===== config.mk =====
export PLATFORM = sky130hd
export DESIGN_NAME = i2cdm_top
export DESIGN_NICKNAME = d
export VERILOG_FILES = /design/src/verilog/i2cdm_pkg.sv /design/src/verilog/i2cdm_line_if.sv /design/src/verilog/i2cdm_line_sync.sv /design/src/verilog/i2cdm_tick_div.sv /design/src/verilog/i2cdm_top.sv
export VERILOG_INCLUDE_DIRS = /design/src /design/src/verilog
export SDC_FILE = /design/constraint.sdc
export NUM_CORES = 1
export LEC_CHECK = 0
export BUFFER_PORTS_ARGS = -buffer_cell sky130_fd_sc_hd__buf_2
export CAP_MARGIN = 10
export CORE_MARGIN = 2
export CORE_UTILIZATION = 40
export CTS_CLUSTER_SIZE = 30
export DETAILED_ROUTE_END_ITERATION = 16
export HOLD_SLACK_MARGIN = 0.03
export PLACE_DENSITY = 0.68
export SYNTH_ARGS = -nofsm -noshare
export SYNTH_HDL_FRONTEND = slang
export SYNTH_HIERARCHICAL = 1
export SYNTH_SLANG_ARGS = --single-unit

===== constraint.sdc =====
create_clock -name CLOCK -period 3 [get_ports CLOCK]
set_clock_uncertainty 0.2 [all_clocks]
set_input_delay 0.3 -clock CLOCK [delete_from_list [all_inputs] [get_ports CLOCK]]
set_output_delay 0.3 -clock CLOCK [all_outputs]
set_load 0.01 [all_outputs]

===== src/verilog/i2cdm_consts.svh =====
`ifndef I2CDM_CONSTS_SVH
`define I2CDM_CONSTS_SVH

// ****************************************
// register offsets
// ****************************************
`define I2CDM_OFF_CTRL   12'h000
`define I2CDM_OFF_STAT   12'h004
`define I2CDM_OFF_DATA   12'h008
`define I2CDM_OFF_MODE   12'h00C

// ****************************************
// reset values
// ****************************************
`define I2CDM_CTRL_RST   8'h00
`define I2CDM_MODE_RST   8'h38
`define I2CDM_ADDR_RST   8'h00
`define I2CDM_RSVD_ONES  3'h7

// ****************************************
// field positions
// ****************************************
`define I2CDM_CTRL_EN    7
`define I2CDM_CTRL_GATE  6
`define I2CDM_CTRL_MST   5
`define I2CDM_CTRL_DIR   4
`define I2CDM_CTRL_ACK   3
`define I2CDM_MODE_ORDER 7
`define I2CDM_MODE_WAIT  6
`define I2CDM_STAT_FLAG  6

// ****************************************
// counts
// ****************************************
`define I2CDM_FULL_BYTE  4'h8
`define I2CDM_SCL_HALF   8

`endif


===== src/verilog/i2cdm_pkg.sv =====
package i2cdm_pkg;

    typedef enum logic [1:0] {
        ST_IDLE  = 2'h0,
        ST_DATA  = 2'h1,
        ST_WAITK = 2'h3,
        ST_ACK   = 2'h2
    } i2cdm_state_e;

    typedef enum logic [1:0] {
        MODE_SLV_RX = 2'h0,
        MODE_SLV_TX = 2'h1,
        MODE_MST_RX = 2'h2,
        MODE_MST_TX = 2'h3
    } i2cdm_mode_e;

endpackage


===== src/verilog/i2cdm_line_if.sv =====
`timescale 1ns/1ns

interface i2cdm_line_if;
    logic scl;
    logic sda;
    logic scl_rise;
    logic scl_fall;
    logic start_det;
    logic stop_det;
    logic tick;

    modport sync (output scl, sda, scl_rise, scl_fall, start_det, stop_det);
    modport div  (output tick);
    modport core (input scl, sda, scl_rise, scl_fall, start_det, stop_det, tick);
endinterface


===== src/verilog/i2cdm_line_sync.sv =====
`timescale 1ns/1ns
`include "i2cdm_consts.svh"

module i2cdm_line_sync (
    input  wire logic  clk,
    input  wire logic  rst,
    input  wire logic  scl_pin,
    input  wire logic  sda_pin,
    i2cdm_line_if.sync lk
);

    logic [2:0] scl_q;
    logic [2:0] sda_q;

    // ****************************************
    // two-stage sync plus history stage
    // ****************************************
    always_ff @(posedge clk) begin
        if (rst) begin
            scl_q <= 3'h7;
            sda_q <= 3'h7;
        end else begin
            scl_q <= {scl_q[1:0], scl_pin};
            sda_q <= {sda_q[1:0], sda_pin};
        end
    end

    assign lk.scl       = scl_q[1];
    assign lk.sda       = sda_q[1];
    assign lk.scl_rise  = scl_q[1] & ~scl_q[2];
    assign lk.scl_fall  = ~scl_q[1] & scl_q[2];
    assign lk.start_det = scl_q[1] & scl_q[2] & sda_q[2] & ~sda_q[1];
    assign lk.stop_det  = scl_q[1] & scl_q[2] & ~sda_q[2] & sda_q[1];

endmodule


===== src/verilog/i2cdm_tick_div.sv =====
`timescale 1ns/1ns

module i2cdm_tick_div #(
    parameter int HALF = 8
) (
    input  wire logic clk,
    input  wire logic rst,
    input  wire logic run,
    i2cdm_line_if.div lk
);

    logic [15:0] cnt;

    // ****************************************
    // half-period enable pulse
    // ****************************************
    always_ff @(posedge clk) begin
        if (rst || !run) begin
            cnt <= 16'h0000;
        end else if (cnt == 16'(HALF - 1)) begin
            cnt <= 16'h0000;
        end else begin
            cnt <= cnt + 16'h0001;
        end
    end

    assign lk.tick = run && (cnt == 16'(HALF - 1));

endmodule


===== src/verilog/i2cdm_top.sv =====
// Summary of operation
// writing the data register starts a transmit frame
// reading the data register starts the next receive frame
// software leaves the data register alone while a frame runs
// the data register has no reset value
// addressed slave compares first byte upper 7 bits with own address
// own address and frame mode share one offset, chosen by enable
// own address bit 0 picks addressing or non-addressing slave format
// frame mode bit 7 picks msb-first or lsb-first shifting
// wait mode holds clock low after data until flag cleared
// without wait, data and acknowledge run back to back
// frame mode bits 5 to 3 ignore writes and read as one
// frame count 000 means 8 bits, n means n, plus acknowledge
// software changes frame count only between frames, clock low
// bit counter clears on reset, start condition and frame end
// enable drives the pins; disabled leaves them released and idle
// control bit 6 gates the interrupt request
// reset loads own address 00, frame mode 38, control 00
// software gives a unique own address on the bus
// master and direction bits encode the four operating modes
// acknowledge mode bit adds or drops the acknowledge bit
// non-addressing format skips compare and takes bytes as data
//
// Our own choices: the placing of the registers and the APB register port.
`timescale 1ns/1ns
`include "i2cdm_consts.svh"

module i2cdm_top #(
    parameter int SCL_HALF = `I2CDM_SCL_HALF
) (
    input  wire logic        CLOCK,
    input  wire logic        RST,
    input  wire logic        PSEL,
    input  wire logic        PENABLE,
    input  wire logic        PWRITE,
    input  wire logic [11:0] PADDR,
    input  wire logic [31:0] PWDATA,
    output logic      [31:0] PRDATA,
    output logic             PREADY,
    output logic             PSLVERR,
    input  wire logic        SCL_IN,
    output logic             SCL_OUT,
    output logic             SCL_OE,
    input  wire logic        SDA_IN,
    output logic             SDA_OUT,
    output logic             SDA_OE,
    output logic             IRQ
);

    i2cdm_line_if line ();

    logic [7:0]                  ctrl;
    logic [6:0]                  own_addr;
    logic                        fmt_sel;
    logic                        order_lsb;
    logic                        wait_en;
    logic [2:0]                  bc;
    logic [7:0]                  sh;
    i2cdm_pkg::i2cdm_state_e     state;
    i2cdm_pkg::i2cdm_mode_e      mode;
    logic [3:0]                  bit_cnt;
    logic                        flag;
    logic                        armed;
    logic                        addr_phase;
    logic                        addressed;
    logic                        busy;
    logic                        ack_bit;
    logic                        scl_low;
    logic                        ready_q;
    logic                        en;
    logic                        is_master;
    logic                        ack_mode;
    logic                        is_tx;
    logic                        out_bit;
    logic                        match;
    logic                        last;
    logic                        data_done;
    logic                        frame_end;
    logic                        set_flag;
    logic                        go;
    logic                        ack_drive;
    logic [3:0]                  data_bits;
    logic                        apb_req;
    logic                        wr;
    logic                        rd;
    logic                        sel_ctrl;
    logic                        sel_stat;
    logic                        sel_data;
    logic                        sel_mode;
    logic                        mapped;
    logic                        sda_drive;

    // ****************************************
    // line sampling and master clock divider
    // ****************************************
    i2cdm_line_sync u_sync (
        .clk     (CLOCK),
        .rst     (RST),
        .scl_pin (SCL_IN),
        .sda_pin (SDA_IN),
        .lk      (line.sync)
    );

    i2cdm_tick_div #(.HALF(SCL_HALF)) u_div (
        .clk (CLOCK),
        .rst (RST),
        .run (is_master && (state == i2cdm_pkg::ST_DATA || state == i2cdm_pkg::ST_ACK)),
        .lk  (line.div)
    );

    // ****************************************
    // apb decode
    // ****************************************
    assign apb_req  = PSEL && PENABLE;
    assign wr       = apb_req && PREADY && PWRITE;
    assign rd       = apb_req && PREADY && !PWRITE;
    assign sel_ctrl = PADDR == `I2CDM_OFF_CTRL;
    assign sel_stat = PADDR == `I2CDM_OFF_STAT;
    assign sel_data = PADDR == `I2CDM_OFF_DATA;
    assign sel_mode = PADDR == `I2CDM_OFF_MODE;
    assign mapped   = sel_ctrl || sel_stat || sel_data || sel_mode;
    assign PREADY   = ready_q;
    assign PSLVERR  = apb_req && ready_q && !mapped;

    always_ff @(posedge CLOCK) begin
        if (RST) begin
            ready_q <= 1'b0;
        end else begin
            ready_q <= apb_req && !ready_q;
        end
    end

    always_ff @(posedge CLOCK) begin
        if (RST) begin
            PRDATA <= 32'h00000000;
        end else if (apb_req && !ready_q && !PWRITE) begin
            PRDATA <= 32'h00000000;
            if (sel_ctrl) begin
                PRDATA[7:0] <= ctrl;
            end else if (sel_stat) begin
                PRDATA[7:0] <= {busy, flag, 3'h0, addressed, 1'b0, ack_bit};
            end else if (sel_data) begin
                PRDATA[7:0] <= sh;
            end else if (sel_mode && en) begin
                // reserved bits read one
                PRDATA[7:0] <= {order_lsb, wait_en, `I2CDM_RSVD_ONES, bc};
            end else if (sel_mode) begin
                PRDATA[7:0] <= {own_addr, fmt_sel};
            end
        end
    end

    // ****************************************
    // control register
    // ****************************************
    assign en        = ctrl[`I2CDM_CTRL_EN];
    // mode encoding
    assign mode      = i2cdm_pkg::i2cdm_mode_e'({ctrl[`I2CDM_CTRL_MST], ctrl[`I2CDM_CTRL_DIR]});
    assign is_master = en && (mode == i2cdm_pkg::MODE_MST_RX || mode == i2cdm_pkg::MODE_MST_TX);
    // acknowledge mode select
    assign ack_mode  = !ctrl[`I2CDM_CTRL_ACK];

    always_ff @(posedge CLOCK) begin
        if (RST) begin
            // control reset value
            ctrl <= `I2CDM_CTRL_RST;
        end else if (wr && sel_ctrl) begin
            ctrl <= PWDATA[7:0];
        end else if (data_done && addr_phase && match) begin
            ctrl[`I2CDM_CTRL_DIR] <= sh[0];
        end
    end

    // ****************************************
    // own address and frame mode, one offset
    // ****************************************
    always_ff @(posedge CLOCK) begin
        if (RST) begin
            // own address and mode reset values
            {own_addr, fmt_sel}          <= `I2CDM_ADDR_RST;
            {order_lsb, wait_en}         <= 2'(`I2CDM_MODE_RST >> 6);
            bc                           <= 3'h0;
        end else if (wr && sel_mode) begin
            // enable picks the register behind the offset
            if (en) begin
                order_lsb <= PWDATA[`I2CDM_MODE_ORDER];
                wait_en   <= PWDATA[`I2CDM_MODE_WAIT];
                bc        <= PWDATA[2:0];
            end else begin
                {own_addr, fmt_sel} <= PWDATA[7:0];
            end
        end
    end

    // ****************************************
    // frame shape
    // ****************************************
    // frame count decode
    assign data_bits = (bc == 3'h0) ? `I2CDM_FULL_BYTE : {1'b0, bc};
    assign last      = bit_cnt == data_bits;
    assign data_done = state == i2cdm_pkg::ST_DATA && line.scl_fall && last;
    assign frame_end = (state == i2cdm_pkg::ST_ACK && line.scl_fall) ||
                       (data_done && !ack_mode);
    assign is_tx     = !addr_phase && ctrl[`I2CDM_CTRL_DIR];
    // bit order
    assign out_bit   = order_lsb ? sh[0] : sh[7];
    // address compare
    assign match     = sh[7:1] == own_addr;
    assign ack_drive = !is_tx && (!addr_phase || match);
    // format select gates slave participation
    // non-addressing format takes bytes as data
    assign go        = (armed || addr_phase) &&
                       (is_master || addr_phase || addressed || fmt_sel);

    // ****************************************
    // transfer sequencer and bit counter
    // ****************************************
    always_ff @(posedge CLOCK) begin
        if (RST || !en || line.start_det || line.stop_det) begin
            // counter clear on reset and start
            state   <= i2cdm_pkg::ST_IDLE;
            bit_cnt <= 4'h0;
        end else begin
            case (state)
                i2cdm_pkg::ST_IDLE: begin
                    if (go) begin
                        state   <= i2cdm_pkg::ST_DATA;
                        bit_cnt <= 4'h0;
                    end
                end
                i2cdm_pkg::ST_DATA: begin
                    if (line.scl_fall && last) begin
                        if (!ack_mode) begin
                            // frame end clears counter
                            state   <= i2cdm_pkg::ST_IDLE;
                            bit_cnt <= 4'h0;
                        end else if (wait_en) begin
                            // hold for software
                            state   <= i2cdm_pkg::ST_WAITK;
                        end else begin
                            // straight into acknowledge
                            state   <= i2cdm_pkg::ST_ACK;
                        end
                    end else if (line.scl_rise) begin
                        // count data bits on the sampling edge
                        bit_cnt <= bit_cnt + 4'h1;
                    end
                end
                i2cdm_pkg::ST_WAITK: begin
                    // flag clear ends wait
                    if (!flag) begin
                        state <= i2cdm_pkg::ST_ACK;
                    end
                end
                i2cdm_pkg::ST_ACK: begin
                    if (line.scl_fall) begin
                        // acknowledge end clears counter
                        state   <= i2cdm_pkg::ST_IDLE;
                        bit_cnt <= 4'h0;
                    end
                end
                default: begin
                    state   <= i2cdm_pkg::ST_IDLE;
                    bit_cnt <= 4'h0;
                end
            endcase
        end
    end

    // ****************************************
    // shift data register
    // ****************************************
    // no reset value
    always_ff @(posedge CLOCK) begin
        if (wr && sel_data) begin
            sh <= PWDATA[7:0];
        end else if (state == i2cdm_pkg::ST_DATA && line.scl_rise) begin
            // shift direction
            sh <= order_lsb ? {line.sda, sh[7:1]} : {sh[6:0], line.sda};
        end
    end

    // ****************************************
    // arming and slave addressing
    // ****************************************
    always_ff @(posedge CLOCK) begin
        if (RST || !en) begin
            armed <= 1'b0;
        end else if (wr && sel_data) begin
            // write starts transmit
            armed <= 1'b1;
        end else if (rd && sel_data) begin
            // read starts receive
            armed <= 1'b1;
        end else if ((frame_end && !addr_phase) || line.start_det) begin
            armed <= 1'b0;
        end
    end

    always_ff @(posedge CLOCK) begin
        if (RST || !en || line.stop_det) begin
            addr_phase <= 1'b0;
            addressed  <= 1'b0;
        end else if (line.start_det) begin
            // slave addressing format collects the address byte
            addr_phase <= !is_master && !fmt_sel;
            addressed  <= 1'b0;
        end else if (data_done && addr_phase) begin
            addressed  <= match;
        end else if (frame_end) begin
            addr_phase <= 1'b0;
        end
    end

    always_ff @(posedge CLOCK) begin
        if (RST) begin
            busy    <= 1'b0;
            ack_bit <= 1'b0;
        end else begin
            if (line.start_det) begin
                busy <= 1'b1;
            end else if (line.stop_det) begin
                busy <= 1'b0;
            end
            if (state == i2cdm_pkg::ST_ACK && line.scl_rise && is_tx) begin
                ack_bit <= line.sda;
            end
        end
    end

    // ****************************************
    // transfer flag, set wins over clear
    // ****************************************
    assign set_flag = (data_done && ack_mode && wait_en && (!addr_phase || match)) ||
                      (frame_end && !(ack_mode && wait_en) && (!addr_phase || addressed));

    always_ff @(posedge CLOCK) begin
        if (RST) begin
            flag <= 1'b0;
        end else if (set_flag) begin
            flag <= 1'b1;
        end else if (wr && sel_stat && !PWDATA[`I2CDM_STAT_FLAG]) begin
            flag <= 1'b0;
        end
    end

    // interrupt gate
    assign IRQ = flag && ctrl[`I2CDM_CTRL_GATE];

    // ****************************************
    // pin drive
    // ****************************************
    always_ff @(posedge CLOCK) begin
        if (RST || !is_master || state == i2cdm_pkg::ST_IDLE) begin
            scl_low <= 1'b0;
        end else if (state == i2cdm_pkg::ST_WAITK) begin
            scl_low <= 1'b1;
        end else if (line.tick) begin
            scl_low <= !scl_low;
        end
    end

    // pins released while disabled
    assign SCL_OUT = 1'b0;
    assign SDA_OUT = 1'b0;
    assign SCL_OE  = en && (state == i2cdm_pkg::ST_WAITK || scl_low);
    assign SDA_OE  = en && sda_drive;

    // data line moves only while clock is low
    always_ff @(posedge CLOCK) begin
        if (RST || !en) begin
            sda_drive <= 1'b0;
        end else if (!line.scl) begin
            sda_drive <= (state == i2cdm_pkg::ST_DATA && is_tx && !out_bit) ||
                         (state == i2cdm_pkg::ST_ACK && ack_drive);
        end
    end
endmodule


After elaboration in Yosys (flattened, before gate mapping):

Index checks and enable logic that the tools add are counted.

* register bits: 74
* latch bits: 0
* RAM bits: 0
* ROM bits: 0
* input bits: 51
* word-level logic and storage cells: 191
* memories kept: 0

* add/subtract/negate cells: 2
* multiply operators: 0
* div/mod/pow operators: 0
* $lt $le $gt $ge: 0
* equal/unequal tests: 18
* shifts and indexed selects: 0
* mux-type cells: 37
* bitwise gates (word level): 12
* reductions and logical operators: 99

Operators by type and width (count)
* 8-bit 2-to-1 mux: 8
* 1-bit logical AND: 44
* 12-bit by 4-bit equality test with 1-bit output, second input constant: 2
* 4-bit 2-to-1 mux: 6
* 1-bit logical OR: 23
* 16-bit by 1-bit adder with 16-bit output, second input constant: 1
* 16-bit by 3-bit equality test with 1-bit output, second input constant: 1
* 1-bit 2-to-1 mux: 16
* 1-bit zero test: 14
* 12-bit by 3-bit equality test with 1-bit output, second input constant: 1
* 12-bit zero test: 1
* 4-bit one-hot mux with 3 select lines: 1
* 2-bit nonzero test: 6
* 2-bit 2-to-1 mux: 5
* 2-bit equality test, second input constant: 4
* 2-bit != test, second input constant: 4
* 2-bit one-hot mux with 4 select lines: 1
* 1-bit bitwise AND: 7
* 7-bit equality test: 1
* 2-bit AND reduction: 3
* 3-bit nonzero test: 2
* 1-bit inverter: 5
* 5-bit AND reduction: 1
* 4-bit by 1-bit adder with 4-bit output, second input constant: 1
* other kinds (9): 10

Depth between registers and ports, before layout:

Gate-level depths: netlist (run 1).

* depth after elaboration: 11
* depth in mapped cells: 8

Cells and area by module:

The synthesis (run 1) kept the hierarchy.

Modules (own cells, without submodules)
* i2cdm_top: instances 1, cells an instance 343, area each 2989.1 µm², seq. area each 1121.1 µm²
* i2cdm_tick_div: instances 1, cells an instance 81, area each 738.2 µm², seq. area each 320.3 µm²
* i2cdm_line_sync: instances 1, cells an instance 16, area each 190.2 µm², seq. area each 120.1 µm²

Worst setup path after synthesis (run 1):

Ideal clock, no wire load.

* kind: input -> register
* start point: in PADDR[9]
* end point: reg sh[0], enable pin
* setup time: 329 ps
* arrival: 2010 ps
* data required time: 2471 ps
* slack: 461 ps
* stages: 5
* buffers on the path: 1
* cell sequence: or4_4 nor4_4 nand4_1 clkbuf_1 nand2_1

* longest elaborated chain between the ends: 3

Ends and longest elaborated chain
* start: declaration: RTL line i2cdm_top.sv:36 `input wire logic [11:0] PADDR,`
* 12-bit by 4-bit equality test with 1-bit output (no source line)
* 1-bit logical AND: RTL line i2cdm_top.sv:275 `if (wr && sel_data) begin`
* 2-bit nonzero test (no source line)
* end signal: assignment: RTL line i2cdm_top.sv:276 `sh <= PWDATA[7:0];`
* end signal: assignment: RTL line i2cdm_top.sv:279 `sh <= order_lsb ? {line.sda, sh[7:1]} : {sh[6:0], line.sda};`
* end: declaration: RTL line i2cdm_top.sv:58 `logic [7:0] sh;`

Every way passes these cells.
A chain may end at the register's enable or synchronous reset.

Worst setup path in the final report (run 1):

* start point: reg u_sync.scl_q[2]
* end point: reg ctrl[4]

* longest elaborated chain between the ends: 6

Ends and longest elaborated chain
* start: declaration: RTL line i2cdm_line_sync.sv:12 `logic [2:0] scl_q;`
* start signal: assignment: RTL line i2cdm_line_sync.sv:23 `scl_q <= {scl_q[1:0], scl_pin};`
* 1-bit bitwise AND: RTL line i2cdm_line_sync.sv:31 `assign lk.scl_fall = ~scl_q[1] & scl_q[2];`
* named net line.scl_fall: RTL line i2cdm_line_if.sv:7 `logic scl_fall;`
* 1-bit logical AND (2 in a row): RTL line i2cdm_top.sv:201 `assign data_done = state == i2cdm_pkg::ST_DATA && line.scl_fall && last;`
* 1-bit logical AND (2 in a row): RTL line i2cdm_top.sv:169 `end else if (data_done && addr_phase && match) begin`
* 2-bit nonzero test (no source line)
* end signal: assignment: RTL line i2cdm_top.sv:166 `` ctrl <= `I2CDM_CTRL_RST; ``
* end signal: assignment: RTL line i2cdm_top.sv:168 `ctrl <= PWDATA[7:0];`
* end signal: indexed assignment: RTL line i2cdm_top.sv:170 `` ctrl[`I2CDM_CTRL_DIR] <= sh[0]; ``
* end: declaration: RTL line i2cdm_top.sv:52 `logic [7:0] ctrl;`

The timed path passes the listed nets, and every way through them passes these cells.

==> summary.txt, run 1 <==
Setup path
  • Crit start category: register
  • Critical path's slowest cell: nor3b_1
  • CP Depth: 6
  • CP top delay family: simple AND/OR/NAND/NOR gates
  • Critical Path RT: 3.02 ns
  • Crit end category: register
  • Worst-path maximum fanout: 5
  • CP Class: register to register
  • Critical path cell sequence: nor2b_1 > nand4_1 > nor3b_1 > and3_1 > mux2i_1 > a211oi_2
  • Worst Path Buf+Inv: 0
  • Arrival @ worst endpoint: 2.48 ns
  • Slowest stage delay, CP: 0.53 ns
  • R2R depth: 6

Place
  • Placed Area: 4150 µm²
  • Global placement routability congestion: 0.899
  • HPWL after DPL: 6.31 mm
  • PortBufs: 39

Synth
  • Ys flop type: dfxtp_1
  • Number of flops mapped to enable cells by yosys: 8
  • Post-synth top area cell: dfxtp_1
  • Synth unique cells: 59
  • Flops & latches, synth: 74
  • Syn Inst Count: 440
  • Top-area cell type share of the netlist area: 33.7%
  • Synth top area cells: dfxtp_1, edfxtp_1, mux2i_1, buf_4, nand2_1
  • Synth cell count leaders: dfxtp_1, nand2_1, nor2_1, a21oi_1, buf_4
  • Post-Syn Area per Cell: 8.90 µm²
  • FFs w/ async S/R, synth: 0%
  • Mapped Area: 3920 µm²
  • Count leader, synth: dfxtp_1
  • Seq/Total Area, Yosys: 39.9%
  • Yosys Warn Count: 6

Layout
  • Final core utilization: 46.2%
  • Final nets: 545
  • Layout Area Growth over Synthesis: 13.6%
  • Fin area: 4450 µm²
  • Antenna fix cells: 0
  • Fraction of layout cells with a size suffix above 1: 16.2%

Routing
  • WL final: 8.76 mm
  • First-pass DRT Iterations: 5
  • DR WL/cell: 14.0 µm
  • Via count: 3208
  • Initial DRC count: 249
  • Detail Route Antenna Nets: 0
  • Vias per inst: 5.12
  • DR DRC count: 0

Clocking
  • Clock-pin slew on the worst setup and hold paths: 0.08 ns
  • Root Driver: clkbuf_8
  • Post-CTS Resized: 0
  • Clock sink count: 74
  • Clk_lat worst skew: 0.35 ns
  • TritonCTS Buffers: 9
  • Largest buffer count on any clock path: 2
  • CTS tree: yes
  • # H-tree levels: 3

Power and ir drop
  • Clk pwr share: 41.3%
  • Peak supply drop: 0.000197 V
  • LEAKAGE: 1.61 nW
  • Pwr Density: 420 nW/µm²
  • Internal Pwr Total: 0.00143 W
  • Net Sw Frac: 23.4%
  • Flop pwr share: 53.8%
  • Logic pwr share: 4.9%
  • Sw Pwr: 0.000437 W

Floorplan
  • # rows: 36
  • Total core area: 9640 µm²
  • Die X: 103 µm
  • Num ports: 90
  • Initial Util: 40.6%
  • Die area: 10600 µm²
  • Die Y: 103 µm

Hold path
  • Hold Path Depth: 3
  • Worst hold-check path type: input pin to register

Global route
  • First-pass GRT wire length: 14.0 mm
  • Initial antenna violation count: 0
  • Vias in the first global route: 2823
  • Pin count of the biggest net entering global routing: 41
  • Total grt overflow: 0
  • Global Route Usage Sum: 17.1%

STA
  • Endpoints failing hold: 0
  • Slew HR: 54.5%
  • Max Fclk: 0.407 GHz
  • Setup TNS: 0 ns
  • Final setup vio count: 0
  • Slew Viols, Final: 0
  • RSZ-0062 raised after global routing: no
  • Tmin final: 2.45 ns
  • Worst-Margin Slew: 0.682 ns
  • Fin crit share: 81.8%

Run
  • Number of max-cap violations: 0

Run status
  • Status: completed
-- worst reg2reg max path, stage by stage, from the launching register on --
cell      delay, ns
dfxtp_1        0.36
nor2b_1        0.34
nand4_1        0.24
nor3b_1        0.53
and3_1         0.30
mux2i_1        0.26
a211oi_2       0.10
-- per-layer routing --
layer	up-vias	global-route usage [%]	routed length, µm
met5	-	0	0
met4	0	6.68	116
met3	10	3.93	371
met2	69	25.5	4050
met1	1533	24.1	4220
li1	1596	-	-
-- registers in the layout, indices dropped and copies added (netlist names), 2 cells and up --
register	count
u_div/cnt	16
PRDATA	8
ctrl	8
sh	8
own_addr	7
bit_cnt	4
bc	3
u_sync/scl_q	3
u_sync/sda_q	3
state	2
-- cell families (layout without fill, tap and decap cells) --
group / Yosys count / in the layout / synth area share [%]
DFF: 74 / 74 / 39.9
xor gates and xnor gates: 26 / 26 / 5.81
and+or+nand+nor: 184 / 184 / 24.9
adders and majority gates: 6 / 6 / 1.92
muxes: 31 / 31 / 9.36
AOI/OAI and AO/OA: 62 / 62 / 10.0
other: 1 / 26 / 0.0957
buffers and inverters: 56 / 84 / 7.98
-- area by class of cell --
| cell class | instances | area (µm²) |
|---|---|---|
| clock buffers | 13 | 180 |
| inverters | 14 | 52.6 |
| fillers | 947 | 5190 |
| multi-input cells | 335 | 2140 |
| well taps | 133 | 166 |
| repair buffers | 54 | 333 |
| clock inverters | 3 | 20.0 |
| flip-flops and latches | 74 | 1560 |
-- repair_timing --
action                                  CTS  global route
endpoints found under the hold margin    14             0
buffers inserted                          0             0
hold buffers                             10             0
endpoints found under the setup margin    0             0
-- cells in the final DEF, fill, tap and decap left out, drive strengths merged, types with 2 or more instances in the layout --
master       count
conb            26
xnor2           18
mux4             4
ha               6
a2111o           2
and4b            3
nand3b           3
nand4           12
dlygate4sd3     10
nand2           51
inv             14
a21oi           33
o211ai           3
nor4             8
a22oi            4
buf             44
nor3            12
or2              6
o22ai            4
nand2b           3
xor2             8
a211oi           2
mux2i           22
nand3           11
o21ai            2
or4              2
or3              8
nor2            47
nor2b            6
clkinvlp         2
o31ai            2
a311oi           2
dfxtp           66
clkbuf          13
and3             4
a31oi            2
and2             3
mux2             5
edfxtp           8
-- power by group through the flow --
stage / sequential (W) / clock, W / combinational, W
after floorplan: 0.00103 / 0 / 0.0000724
after global placement: 0.00103 / 0 / 0.0000786
after detailed placement: 0.00103 / 0 / 0.0000800
after CTS: 0.00100 / 0.000780 / 0.0000900
after global routing: 0.00100 / 0.000827 / 0.000101
final: 0.00100 / 0.000772 / 0.0000916
-- metrics by stage --
stage                     setup WS (ns)  hold slack [ns]  std cells  total power (W)
final                             0.545           0.0585        626          0.00187
after global routing              0.321           0.0508        626          0.00193
after CTS                         0.574           0.0383        626          0.00187
after detailed placement          0.440            0.194        600          0.00111
after global placement            0.475            0.185        600          0.00111
after floorplan                   0.461            0.183        465          0.00110
-- path summary, 6_finish.rpt --
kind | start | endpoint | slack [ns]
max | u_sync/scl_q[2] | ctrl[4] | 0.55
min | PWDATA[2] | own_addr[1] | 0.06
max reg2reg | u_sync/scl_q[2] | ctrl[4] | 0.55
min reg2reg | u_sync/sda_q[0] | u_sync/sda_q[1] | 0.21
Power figures use the tool's default switching activity.
==> inputs of run 2 (changes only) <==
--- a/config.mk
+++ b/config.mk
@@ -6,6 +6,7 @@
 export SDC_FILE = /design/constraint.sdc
 export NUM_CORES = 1
 export LEC_CHECK = 0
+export ABC_AREA = 1
 export BUFFER_PORTS_ARGS = -buffer_cell sky130_fd_sc_hd__buf_2
 export CAP_MARGIN = 10
 export CORE_MARGIN = 2
@@ -13,7 +14,7 @@
 export CTS_CLUSTER_SIZE = 30
 export DETAILED_ROUTE_END_ITERATION = 16
 export HOLD_SLACK_MARGIN = 0.03
-export PLACE_DENSITY = 0.68
+export PLACE_DENSITY = 0.67
 export SYNTH_ARGS = -nofsm -noshare
 export SYNTH_HDL_FRONTEND = slang
 export SYNTH_HIERARCHICAL = 1
==> constraint.sdc (replaced) <==
create_clock -name CLOCK -period 2.32 [get_ports CLOCK]
set_clock_uncertainty 0.2 [all_clocks]
set_input_delay 0.232 -clock CLOCK [delete_from_list [all_inputs] [get_ports CLOCK]]
set_output_delay 0.232 -clock CLOCK [all_outputs]
set_load 0.01 [all_outputs]
==> run 2 against run 1 <==
- total power increased by 28%
- global-route usage increased by 2.2 points
- critical path depth increased by 2
- register-to-register slack got worse by 0.18 ns
- routed wire length increased by 21%
- critical endpoint is now own_addr[6]
- largest cell class unchanged
==> summary.txt, run 2 <==
Run status
  • Status: completed

Layout
  • Fraction of layout cells with a size suffix above 1: 13.2% (-3.0 points)
  • Final nets: 740 (+36%)
  • Fin area: 4840 µm² (+8.7%)
  • Commonest non-fill, non-tap cell in the layout: nand2_1
  • Most frequent cells in the layout: nand2_1, inv_1, dfxtp_1, nor2_1, o21ai_0
  • Layout Area Growth over Synthesis: 12.8%
  • Final core utilization: 46.6% (+0.47 points)
  • Antenna fix cells: 0 (unchanged)
  • Max reg flops: 16 (unchanged)
  • Fin cells: 824 (+32%)
  • Most flops, register: u_div/cnt

Hold path
  • Hold EP: ctrl[1]
  • Worst hold-check path type: input pin to register
  • Min-delay src: PWDATA[1]
  • Hold Path Depth: 3 (unchanged)

Synth
  • Top-area cell type share of the netlist area: 30.8% (-2.9 points)
  • Count leader, synth: nand2_1
  • Seq/Total Area, Yosys: 36.4% (-3.4 points)
  • Post-synth top area cell: dfxtp_1
  • Xor and xnor area share after synthesis: 1.43% (-4.4 points)
  • Simple-gate portion of the synthesized area: 29.6% (+4.6 points)
  • Mapped Area: 4290 µm² (+9.4%)
  • Synth Area in Adders: 1.75% (-0.17 points)
  • Synth top area cells: dfxtp_1, nand2_1, inv_1, o21ai_0, a21oi_1
  • Number of flops mapped to enable cells by yosys: 8 (unchanged)
  • Post-synthesis compound-gate area fraction: 15.8% (+5.8 points)
  • Post-Syn Area per Cell: 6.83 µm² (-23%)
  • Main combinational cell family by area after synthesis: simple AND/OR/NAND/NOR gates
  • Syn Inst Count: 628 (+43%)
  • FFs w/ async S/R, synth: 0% (unchanged)
  • Ys flop type: dfxtp_1
  • Synth unique cells: 43 (-27%)
  • Synth cell count leaders: nand2_1, inv_1, dfxtp_1, nor2_1, o21ai_0
  • Flops & latches, synth: 74 (unchanged)
  • Yosys Warn Count: 6 (unchanged)
  • Post-synthesis mux area share: 0% (-9.4 points)

Setup path
  • R2R depth: 6 (unchanged)
  • Reg2reg end: own_addr[6]
  • Arrival @ worst endpoint: 2.11 ns (-0.37 ns)
  • Slowest stage delay, CP: 0.52 ns (about the same)
  • Critical path's slowest cell: dlygate4sd3_1
  • CP Class: input pin to register
  • Crit end category: register
  • Critical Path RT: 2.35 ns (-0.67 ns)
  • Worst R2R Start: PREADY
  • Worst-path maximum fanout: 16 (+11)
  • Crit start category: input pin
  • Critical path cell sequence: dlygate4sd3_1 > buf_2 > nand3_1 > nor2_1 > buf_4 > nand4_2 > o21ai_0 > a21oi_1
  • Reg2reg setup slack: 0.37 ns (-0.18 ns)

Routing
  • First-pass DRT Iterations: 4 (-1)
  • Via count: 4117 (+28%)
  • WL final: 10.6 mm (+21%)
  • Initial DRC count: 265 (+6.4%)
  • DR DRC count: 0 (unchanged)
  • Detail Route Antenna Nets: 0 (unchanged)
  • Vias per inst: 5.00 (-2.5%)
  • DR WL/cell: 12.9 µm (-7.7%)

STA
  • Endpoints failing hold: 0 (unchanged)
  • Tmin final: 2.08 ns
  • Slew Viols, Final: 0 (unchanged)
  • Worst setup margin: 0.238 ns (-0.308 ns)
  • Fin crit share: 89.8%
  • Setup TNS: 0 ns (unchanged)
  • Max Fclk: 0.480 GHz
  • Worst-Margin Slew: 0.546 ns (-0.136 ns)
  • Final setup vio count: 0 (unchanged)
  • RSZ-0062 raised after global routing: no
  • Slew HR: 63.6% (+9.1 points)

Global route
  • Vias in the first global route: 3833 (+36%)
  • Global Route Usage Sum: 19.3% (+2.2 points)
  • Pin count of the biggest net entering global routing: 19 (-54%)
  • Initial antenna violation count: 0 (unchanged)
  • Total grt overflow: 0 (unchanged)
  • First-pass GRT wire length: 17.8 mm (+27%)

Clocking
  • Clock sink count: 74 (unchanged)
  • TritonCTS Buffers: 9 (unchanged)
  • Clk_lat worst skew: 0.36 ns (about the same)
  • CTS tree: yes
  • Root Driver: clkbuf_8
  • Clock-pin slew on the worst setup and hold paths: 0.08 ns (about the same)
  • Post-CTS Resized: 0 (unchanged)
  • # H-tree levels: 3 (unchanged)
  • Largest buffer count on any clock path: 2 (unchanged)

Place
  • Pre-CTS setup slack: 0.317 ns (-0.123 ns)
  • PortBufs: 39 (unchanged)
  • HPWL after DPL: 8.17 mm (+30%)
  • Placed Area: 4540 µm² (+9.3%)
  • Inst Count DP: 796 (+33%)
  • Global placement routability congestion: 0.899 (about the same)

Floorplan
  • Initial Util: 41.3% (+0.70 points)
  • Total core area: 10400 µm² (+7.6%)
  • # rows: 37 (+2.8%)
  • Die X: 108 µm (+4.4%)
  • Die Y: 108 µm (+4.4%)
  • Num ports: 90 (unchanged)
  • Die area: 11600 µm² (+9.0%)

Power and ir drop
  • Peak supply drop: 0.000281 V (+42%)
  • LEAKAGE: 2.04 nW (+27%)
  • Pwr Density: 494 nW/µm² (+18%)

Run
  • Number of max-cap violations: 0 (unchanged)
==> run 2: cell count changes after synthesis, moves of 16 or more <==
| cell | previous run | this run |
|---|---|---|
| nand2_1 | 51 | 128 |
| mux2i_1 | 22 | 0 |
| o21ai_0 | 2 | 54 |
| a21oi_1 | 33 | 49 |
| nor2_1 | 45 | 62 |
| nand3_1 | 10 | 42 |
| inv_1 | 14 | 94 |
==> run 2: worst max-delay path by stage <==
stage / cells past startpoint / slack (ns) / startpoint / to
after global routing: 11 / 0.14 / u_sync/scl_q[2] / ctrl[4]
after CTS: 8 / 0.25 / PSEL / own_addr[6]
after floorplan: 6 / 0.36 / PADDR[0] / sh[0]
after global placement: 8 / 0.38 / PADDR[0] / ctrl[3]
after detailed placement: 8 / 0.32 / PADDR[0] / ctrl[3]
final: 8 / 0.24 / PSEL / own_addr[6]
==> run 2: final cells by class <==
cell class / count / area, µm²
fillers: 1059 / 5530
multi-input cells: 441 / 2180
flip-flops and latches: 74 / 1560
repair buffers: 60 / 383
inverters: 97 / 364
well taps: 136 / 170
clock buffers: 12 / 155
clock inverters: 4 / 25.0
==> run 2: kinds of logic after synthesis <==
kind of cell             after synthesis
buffers and inverters                138
AND/OR/NAND/NOR                      277
XOR/XNOR                               7
other                                  1
flip-flops                            74
adder cells (fa/ha/maj)                6
AO/OA/AOI/OAI                        125
==> run 2: routing by layer <==
layer	vias up	GRT usage [%]	part of all wire, %
li1	2082	-	-
met1	1875	24.6	46
met2	142	33.0	47
met3	18	3.33	6.2
met4	0	6.68	1.6
met5	-	0	0
==> run 2: per-stage QoR <==
| stage | hold slack, ns | power, W |
|---|---|---|
| 4_1_cts | 0.0387 | 0.00241 |
| 5_1_grt | 0.0572 | 0.00247 |
| 3_3_place_gp | 0.186 | 0.00145 |
| 2_1_floorplan | 0.129 | 0.00143 |
| 3_5_place_dp | 0.188 | 0.00145 |
| 6_report | 0.0558 | 0.00239 |
==> run 2: repair_timing <==
item                                   CTS  global route
hold buffers                            12             0
endpoints found under the hold margin   13             0
buffers inserted                         0             0
==> run 2: worst max-delay path, delay by kind of cell <==
kind	cells	cell delay (ns)
buffers and inverters	3	0.85
AND/OR/NAND/NOR	3	0.61
AO/OA/AOI/OAI	2	0.42
==> run 2: where the power goes <==
group | internal (W) | switching [W] | leakage [nW]
Sequential | 0.00130 | 0.00000507 | 0.605
Clock | 0.000449 | 0.000498 | 0.0971
Combinational | 0.0000524 | 0.0000868 | 1.33
Total | 0.00180 | 0.000590 | 2.04
